===== src/rtl/pafs_pkg.sv =====
// Constants and types of the port A upper pin function select block
package pafs_pkg;
    localparam int          PAFS_REG_W      = 16;
    localparam int          PAFS_LINES      = 12;
    localparam int          PAFS_LINE_BASE  = 12;
    // Register byte offsets on the Wishbone bus
    localparam logic [7:0]  PAFS_OFS_HIGH   = 8'h00;
    localparam logic [7:0]  PAFS_OFS_MID    = 8'h04;
    localparam logic [7:0]  PAFS_OFS_LOW    = 8'h08;
    // Writable bits; all others are reserved and read zero
    localparam logic [15:0] PAFS_MASK_HIGH  = 16'h55F7;
    localparam logic [15:0] PAFS_MASK_MID   = 16'h555F;
    localparam logic [15:0] PAFS_MASK_LOW   = 16'hFD75;
    localparam logic [15:0] PAFS_RST_ZERO   = 16'h0000;
    // Field positions, high register
    localparam int          PAFS_B_L23      = 14;
    localparam int          PAFS_B_L22      = 12;
    localparam int          PAFS_B_L21      = 10;
    localparam int          PAFS_B_L20      = 8;
    localparam int          PAFS_B_L19      = 6;
    localparam int          PAFS_B_L18      = 4;
    localparam int          PAFS_B_L17      = 2;
    localparam int          PAFS_B_L16      = 0;
    // Field positions, middle register
    localparam int          PAFS_B_L15      = 14;
    localparam int          PAFS_B_L14      = 12;
    localparam int          PAFS_B_L13      = 10;
    localparam int          PAFS_B_L12      = 8;
    // Two-bit field codes
    localparam logic [1:0]  PAFS_MD_PORT    = 2'h0;
    localparam logic [1:0]  PAFS_MD_ALT1    = 2'h1;
    localparam logic [1:0]  PAFS_MD_ALT2    = 2'h2;
    localparam logic [1:0]  PAFS_MD_ALT3    = 2'h3;
    // Level fed to a peripheral input whose pin is not selected
    localparam logic        PAFS_IDLE_LOW_ACT = 1'b1;
    localparam logic        PAFS_IDLE_SYNC    = 1'b0;

    // Signals driven by the alternate-function peripherals
    typedef struct packed {
        logic top_byte_write_strobe;
        logic second_byte_write_strobe;
        logic chip_select_five;
        logic chip_select_four;
        logic bus_grant_ack;
        logic dma_ack_channel1;
        logic dma_ack_channel0;
        logic debug_trace_sync_out;
        logic debug_trace_sync_oe;
        logic system_clock;
        logic read_strobe;
        logic upper_byte_write_strobe;
        logic lower_byte_write_strobe;
    } pafs_alt_out_s;

    // Pin levels handed to the alternate-function peripherals
    typedef struct packed {
        logic bus_request_input;
        logic wait_request;
        logic debug_trace_sync_in;
    } pafs_alt_in_s;
endpackage


===== src/rtl/pafs_top.sv =====
// Port A lines 12 to 23 function select registers and pin multiplexer
// Contract
// - Reserved control bits always read 0 and software writes 0 to them.
// - High bit 14 puts line 23 on port I/O at 0 and on the top byte write strobe at 1.
// - High bit 12 puts line 22 on port I/O at 0 and on the second byte write strobe at 1.
// - High bit 10 puts line 21 on port I/O at 0 and on chip select five at 1.
// - High bit 8 puts line 20 on port I/O at 0 and on chip select four at 1.
// - High bits 7:6 give line 19 port I/O, bus grant ack or DMA ack 1; 11 is never written.
// - High bits 5:4 give line 18 port I/O, bus request input or DMA ack 0; 11 is never written.
// - High bit 2 puts line 17 on port I/O at 0 and on the wait request input at 1.
// - High bits 1:0 give line 16 port I/O at 00 and debug trace sync at 11; 01 and 10 unused.
// - Middle bit 14 puts line 15 on port I/O at 0 and on the system clock output at 1.
// - Middle bit 12 puts line 14 on port I/O at 0 and on the read strobe at 1.
// - Middle bit 10 puts line 13 on port I/O at 0 and on the upper byte write strobe at 1.
// - Middle bit 8 puts line 12 on port I/O at 0 and on the lower byte write strobe at 1.
// - Line 15 mode resets to 1 when booting external-expansion with program memory off.
`timescale 1ns/1ps
`default_nettype none
module pafs_top
    import pafs_pkg::*;
#(
    parameter int ADDR_W = 8
) (
    input  wire logic                  clk_i,
    input  wire logic                  rst_i,
    input  wire logic                  boot_ext_exp_i,
    input  wire logic                  boot_rom_off_i,
    input  wire logic                  wb_cyc_i,
    input  wire logic                  wb_stb_i,
    input  wire logic                  wb_we_i,
    input  wire logic [ADDR_W-1:0]     wb_adr_i,
    input  wire logic [3:0]            wb_sel_i,
    input  wire logic [31:0]           wb_dat_i,
    output logic      [31:0]           wb_dat_o,
    output logic                       wb_ack_o,
    input  wire logic [PAFS_LINES-1:0] port_out_i,
    input  wire logic [PAFS_LINES-1:0] port_oe_i,
    output logic      [PAFS_LINES-1:0] port_in_o,
    input  wire pafs_alt_out_s         alt_out_i,
    output pafs_alt_in_s               alt_in_o,
    input  wire logic [PAFS_LINES-1:0] pad_in_i,
    output logic      [PAFS_LINES-1:0] pad_out_o,
    output logic      [PAFS_LINES-1:0] pad_oe_o
);
    if (ADDR_W < 8) begin : g_chk
        $error("pafs_top: ADDR_W must be at least 8");
    end

    logic [15:0] high_q, high_d;
    logic [15:0] mid_q, mid_d;
    logic [15:0] low_q, low_d;
    logic        ack_q;
    logic [31:0] dat_q;
    logic [PAFS_LINES-1:0] pout_q, poe_q, pin_q;
    pafs_alt_in_s          ain_q;

    // Byte-lane merge of a write into a 16-bit control register
    function automatic logic [15:0] merge(input logic [15:0] cur, input logic [31:0] wd,
                                          input logic [3:0] sel, input logic [15:0] mask);
        logic [15:0] v;
        v = cur;
        if (sel[0]) begin
            v[7:0] = wd[7:0];
        end
        if (sel[1]) begin
            v[15:8] = wd[15:8];
        end
        return v & mask;
    endfunction

    // Pad drive for one line: {out, oe}
    function automatic logic [1:0] drive(input logic alt, input logic a_o, input logic a_oe,
                                         input logic p_o, input logic p_oe);
        return alt ? {a_o, a_oe} : {p_o, p_oe};
    endfunction

    wire         req     = wb_cyc_i & wb_stb_i & ~ack_q;
    wire [7:0]   ofs     = wb_adr_i[7:0];
    wire         hit_hi  = (ofs == PAFS_OFS_HIGH);
    wire         hit_mid = (ofs == PAFS_OFS_MID);
    wire         hit_low = (ofs == PAFS_OFS_LOW);
    wire         upper_z = (wb_adr_i >> 8) == '0;
    wire         wr      = req & wb_we_i & upper_z;
    wire [15:0]  rsel    = !upper_z ? 16'h0000 :
                           hit_hi   ? high_q :
                           hit_mid  ? mid_q :
                           hit_low  ? low_q : 16'h0000;

    assign high_d = (wr && hit_hi)  ? merge(high_q, wb_dat_i, wb_sel_i, PAFS_MASK_HIGH) : high_q;
    assign mid_d  = (wr && hit_mid) ? merge(mid_q, wb_dat_i, wb_sel_i, PAFS_MASK_MID) : mid_q;
    assign low_d  = (wr && hit_low) ? merge(low_q, wb_dat_i, wb_sel_i, PAFS_MASK_LOW) : low_q;

    // Mode decode per line
    wire [1:0] md19 = high_q[PAFS_B_L19+1:PAFS_B_L19];
    wire [1:0] md18 = high_q[PAFS_B_L18+1:PAFS_B_L18];
    wire [1:0] md16 = high_q[PAFS_B_L16+1:PAFS_B_L16];
    wire       sel23 = high_q[PAFS_B_L23];
    wire       sel22 = high_q[PAFS_B_L22];
    wire       sel21 = high_q[PAFS_B_L21];
    wire       sel20 = high_q[PAFS_B_L20];
    wire       back19 = (md19 == PAFS_MD_ALT1);
    wire       drak19 = (md19 == PAFS_MD_ALT2);
    wire       breq18 = (md18 == PAFS_MD_ALT1);
    wire       drak18 = (md18 == PAFS_MD_ALT2);
    wire       wait17 = high_q[PAFS_B_L17];
    wire       sync16 = (md16 == PAFS_MD_ALT3);
    wire       sel15 = mid_q[PAFS_B_L15];
    wire       sel14 = mid_q[PAFS_B_L14];
    wire       sel13 = mid_q[PAFS_B_L13];
    wire       sel12 = mid_q[PAFS_B_L12];
    wire       alt19 = back19 | drak19;
    wire       o19   = back19 ? alt_out_i.bus_grant_ack : alt_out_i.dma_ack_channel1;
    wire       o18   = alt_out_i.dma_ack_channel0;

    wire [1:0] d23 = drive(sel23, alt_out_i.top_byte_write_strobe, 1'b1,
                           port_out_i[11], port_oe_i[11]);
    wire [1:0] d22 = drive(sel22, alt_out_i.second_byte_write_strobe, 1'b1,
                           port_out_i[10], port_oe_i[10]);
    wire [1:0] d21 = drive(sel21, alt_out_i.chip_select_five, 1'b1,
                           port_out_i[9], port_oe_i[9]);
    wire [1:0] d20 = drive(sel20, alt_out_i.chip_select_four, 1'b1,
                           port_out_i[8], port_oe_i[8]);
    wire [1:0] d19 = drive(alt19, o19, 1'b1, port_out_i[7], port_oe_i[7]);
    // Bus request is an input: pad not driven in that mode
    wire [1:0] d18 = drive(breq18 | drak18, o18, drak18, port_out_i[6], port_oe_i[6]);
    wire [1:0] d17 = drive(wait17, 1'b0, 1'b0, port_out_i[5], port_oe_i[5]);
    wire [1:0] d16 = drive(sync16, alt_out_i.debug_trace_sync_out,
                           alt_out_i.debug_trace_sync_oe, port_out_i[4], port_oe_i[4]);
    wire [1:0] d15 = drive(sel15, alt_out_i.system_clock, 1'b1, port_out_i[3], port_oe_i[3]);
    wire [1:0] d14 = drive(sel14, alt_out_i.read_strobe, 1'b1, port_out_i[2], port_oe_i[2]);
    wire [1:0] d13 = drive(sel13, alt_out_i.upper_byte_write_strobe, 1'b1,
                           port_out_i[1], port_oe_i[1]);
    wire [1:0] d12 = drive(sel12, alt_out_i.lower_byte_write_strobe, 1'b1,
                           port_out_i[0], port_oe_i[0]);

    wire [23:0] dall = {d23, d22, d21, d20, d19, d18, d17, d16, d15, d14, d13, d12};
    logic [PAFS_LINES-1:0] pout_d, poe_d;
    always_comb begin
        for (int i = 0; i < PAFS_LINES; i++) begin
            pout_d[i] = dall[2*i+1];
            poe_d[i]  = dall[2*i];
        end
    end

    wire [PAFS_LINES-1:0] alt_sel = {sel23, sel22, sel21, sel20, alt19, breq18 | drak18,
                                     wait17, sync16, sel15, sel14, sel13, sel12};
    // Port sees a pin only in port mode
    wire [PAFS_LINES-1:0] pin_d = pad_in_i & ~alt_sel;

    pafs_alt_in_s ain_d;
    assign ain_d.bus_request_input   = breq18 ? pad_in_i[6] : PAFS_IDLE_LOW_ACT;
    assign ain_d.wait_request        = wait17 ? pad_in_i[5] : PAFS_IDLE_LOW_ACT;
    assign ain_d.debug_trace_sync_in = sync16 ? pad_in_i[4] : PAFS_IDLE_SYNC;

    // Boot-mode dependent reset values of the strobe and clock fields
    wire [15:0] high_rst = PAFS_RST_ZERO
                         | ({15'h0000, boot_ext_exp_i} << PAFS_B_L23)
                         | ({15'h0000, boot_ext_exp_i} << PAFS_B_L22);
    wire [15:0] mid_rst  = PAFS_RST_ZERO
                         | ({15'h0000, boot_ext_exp_i & boot_rom_off_i} << PAFS_B_L15)
                         | ({15'h0000, boot_ext_exp_i} << PAFS_B_L14)
                         | ({15'h0000, boot_ext_exp_i} << PAFS_B_L13)
                         | ({15'h0000, boot_ext_exp_i} << PAFS_B_L12);

    always_ff @(posedge clk_i) begin
        if (rst_i) begin
            high_q <= high_rst;
            mid_q  <= mid_rst;
            low_q  <= PAFS_RST_ZERO;
        end else begin
            high_q <= high_d;
            mid_q  <= mid_d;
            low_q  <= low_d;
        end
    end

    always_ff @(posedge clk_i) begin
        if (rst_i) begin
            ack_q <= 1'b0;
            dat_q <= 32'h0000_0000;
        end else begin
            ack_q <= req;
            dat_q <= {16'h0000, rsel};
        end
    end

    always_ff @(posedge clk_i) begin
        if (rst_i) begin
            pout_q <= '0;
            poe_q  <= '0;
            pin_q  <= '0;
            ain_q  <= '{PAFS_IDLE_LOW_ACT, PAFS_IDLE_LOW_ACT, PAFS_IDLE_SYNC};
        end else begin
            pout_q <= pout_d;
            poe_q  <= poe_d;
            pin_q  <= pin_d;
            ain_q  <= ain_d;
        end
    end

    assign wb_ack_o  = ack_q;
    assign wb_dat_o  = dat_q;
    assign pad_out_o = pout_q;
    assign pad_oe_o  = poe_q;
    assign port_in_o = pin_q;
    assign alt_in_o  = ain_q;
endmodule
`default_nettype wire


===== config.mk =====
export PLATFORM = sky130hd
export DESIGN_NAME = pafs_top
export DESIGN_NICKNAME = d
export VERILOG_FILES = /design/src/rtl/pafs_pkg.sv /design/src/rtl/pafs_top.sv
export SDC_FILE = /design/constraint.sdc
export NUM_CORES = 1
export LEC_CHECK = 0
export BUFFER_PORTS_ARGS = -buffer_cell sky130_fd_sc_hd__buf_2
export CORE_ASPECT_RATIO = 2
export CORE_UTILIZATION = 45
export CTS_CLUSTER_DIAMETER = 100
export DETAILED_ROUTE_END_ITERATION = 16
export PLACE_DENSITY_LB_ADDON = 0.3
export SLEW_MARGIN = 20
export SYNTH_ARGS = -nofsm -noshare
export SYNTH_HDL_FRONTEND = slang
export SYNTH_SLANG_ARGS = --single-unit

===== constraint.sdc =====
create_clock -name clk_i -period 2.4 [get_ports clk_i]
set_input_delay 0.24 -clock clk_i [delete_from_list [all_inputs] [get_ports clk_i]]
set_output_delay 0.24 -clock clk_i [all_outputs]
set_load 0.01 [all_outputs]

==> reports/metrics.cfg <==
[clock_network]
h-tree-depth = 3
cts_setup_buffers = 0
tritoncts = done
clk_latency_ns = 0.33
cts-resized-gates = 0
clock-sinks = 88
numCtsBuffers = 9
cts_root_buf = clkbuf_16
clockBufferDepth = 2
holdBufCountCts = 0
clk_pin_slew_ns = 0.06

[routing]
firstDrtPassIters = 4
drt_iter0_drc = 70
drc = 0
via_count = 2576
vias_per_cell = 4.762
routedWlPerCell_um = 13.23
antenna_left = 0
finalWirelength_mm = 7.158

[timing]
setup_viol = 0
tns_ns = 0
rsz0062_at_grt = no
period_share = 0.8157
hold_viol = 0
worstMarginPinSlew_ns = 0.6992
fin_hold_ws_ns = 0.1112
fmax_mhz = 510.8
drv_slew = 0
fin_crit_ns = 1.958
relSlewSlack = 0.5329
finalClockSkew_ns = 0.008599

[synthesis]
synth_edf_count = 21
synthFlopType = dfxtp_1
synth_warnings = 0
synthCells = 312
synth_area_um2 = 3427
yosysSeqAreaShare = 0.5754
synth.avg_cell_area_um2 = 10.98
synth_cell_types = 32
ys_ff_latch = 88
async_reset_ff_frac = 0

[worst_setup_path]
crit_family = simple AND/OR/NAND/NOR gates
cpMaxStageDelayCell = or4_1
path_buf_inv = 0
crit_path_cell_trace = nand3b_1 > or4_1 > o21bai_1
rr_worst_depth = 3
rr_endpoint = high_q[10]
criticalPathCategory = flop to flop
r2r_start = wb_ack_o
r2r_setup_slack_ns = 0.44
worst_setup_path_start_kind = flop
cp_max_fo = 5
arrival_ns = 1.94
max_stage_delay_ns = 0.58
required_ns = 2.39
crit_path_end_kind = flop

[power]
ir_drop_mv = 0.3147
pwr_density_cell_nw_per_um2 = 738.1
p_leak_uw = 0.002065

[floorplanning]
coreArea_um2 = 7322
start_util = 0.4680
ios = 172
die_h_um = 125.4
placementRows = 44
die_area_um2 = 7990
die_w_um = 63.71

[status]
status = complete, no violations

[layout]
drive_above_1_share = 0.3563
fin_area_um2 = 4394
syn2layout_area_growth_pct = 28.22
finalNetCount = 547
fillers = 624
final_cells = 541
n_antenna_cell = 0

[global_route]
grt_pass1_vias = 2431
grt_pass1_wl_mm = 11.01
grt_max_degree = 35
grtUsageTotal = 0.1835
antenna_found_initial = 0
overflow = 0

[min_path]
hp-start = port_oe_i[5]
hold_path_depth = 2
hold_path.class = input pin to flop
min_to = pad_oe_o[5]

[placement]
dp.cells = 525
hpwl_mm = 5.458
port_buffers = 135
routabilityCongestion = 0.7591
place_area_um2 = 4108

[flow_run]
max_cap_viol_count = 0

[kinds of logic after synthesis]
group	count (synthesis)	share of synthesized area
AOI/OAI and AO/OA	16	0.03505
and+or+nand+nor	129	0.2118
muxes	34	0.09967
buffers and inverters	41	0.06608
adders and majority gates	3	0.01095
other	1	0.001094
DFF	88	0.5754
[report_power, final]
part / switching, uW / internal, uW
logic: 168 / 156
registers: 35.0 / 1590
clock network: 506 / 786
total: 708 / 2530
[Yosys cell counts, types with 3 or more instances]
master / n / share of area
nor2b_1: 3 / 0.0055
a21oi_1: 4 / 0.0058
inv_1: 7 / 0.0077
nand3_1: 3 / 0.0044
a2bb2oi_1: 8 / 0.020
nor3b_1: 8 / 0.018
mux2i_1: 33 / 0.096
o21bai_1: 4 / 0.0088
edfxtp_1: 21 / 0.18
clkbuf_1: 14 / 0.015
nand2_1: 17 / 0.019
ha_1: 3 / 0.011
nor4_1: 4 / 0.0073
buf_4: 17 / 0.037
dfxtp_1: 67 / 0.39
nor3_1: 11 / 0.016
and2_1: 11 / 0.020
nand2b_1: 27 / 0.049
nor2_1: 32 / 0.035
[state kept, by name, indices dropped and copies added (netlist names)]
name / cells
mid_q: 10
low_q: 12
pad_out_o: 12
high_q: 11
alt_in_o: 3
wb_ack_o: 1
port_in_o: 12
wb_dat_o: 15
pad_oe_o: 12
[metrics by stage]
step	total power (uW)	setup slack, ns	util
6_report	3243	0.4423	0.6001
5_1_grt	3372	0.3764	0.6001
4_1_cts	3279	0.4519	0.6001
3_5_place_dp	1985	0.1904	0.5610
3_3_place_gp	1974	0.2475	0.5610
2_1_floorplan	1857	0.2046	-
[layer usage]
layer	track usage	wire length, um	vias up
li1	-	-	1283
met1	0.1860	2744	1169
met2	0.3317	3836	111
met3	0.05383	418	13
met4	0.08824	159	0
met5	0	0	-
[layout by cell type, fill, tap and decap left out]
cell type,count
edfxtp_1,21
inv_1,7
nand4b_1,2
clkbuf_1,2
nand3b_1,1
nor2_1,32
nand3_1,3
buf_2,135
nor4_4,2
or4_1,2
a21oi_1,4
or2_1,2
nand2_1,17
mux2i_1,33
or2_2,1
clkinv_2,3
or3b_2,2
clkbuf_16,10
nor2b_1,3
clkbuf_8,1
nor4_1,4
nand2b_1,27
o21bai_1,4
dfxtp_1,67
buf_4,4
or4_4,1
a2bb2oi_1,8
conb_1,17
nor3_1,11
mux2_2,1
ha_1,3
nor3b_1,8
and2_1,11
[final cells by class]
type                            count  area [um^2]  area share
Clock inverter                      3        15.01    0.003417
Inverter                            7        26.28    0.005980
Multi-Input combinational cell    199         1289      0.2933
Tap cell                           92        115.1     0.02620
Sequential cell                    88         1972      0.4487
Clock buffer                       13        271.5     0.06179
Timing Repair Buffer              139        705.7      0.1606
[how the worst max path moves through the flow]
| stage | startpoint | endpoint | slack, ns | depth (start not counted) |
|---|---|---|---|---|
| global route | wb_ack_o | high_q[10] | 0.38 | 3 |
| floorplan | wb_adr_i[5] | high_q[0] | 0.20 | 4 |
| detailed placement | wb_adr_i[5] | high_q[8] | 0.19 | 4 |
| finish | wb_ack_o | high_q[10] | 0.44 | 3 |
| global placement | wb_adr_i[5] | high_q[8] | 0.25 | 4 |
| CTS | wb_ack_o | high_q[12] | 0.45 | 3 |
(Power assumes the default switching activity.)
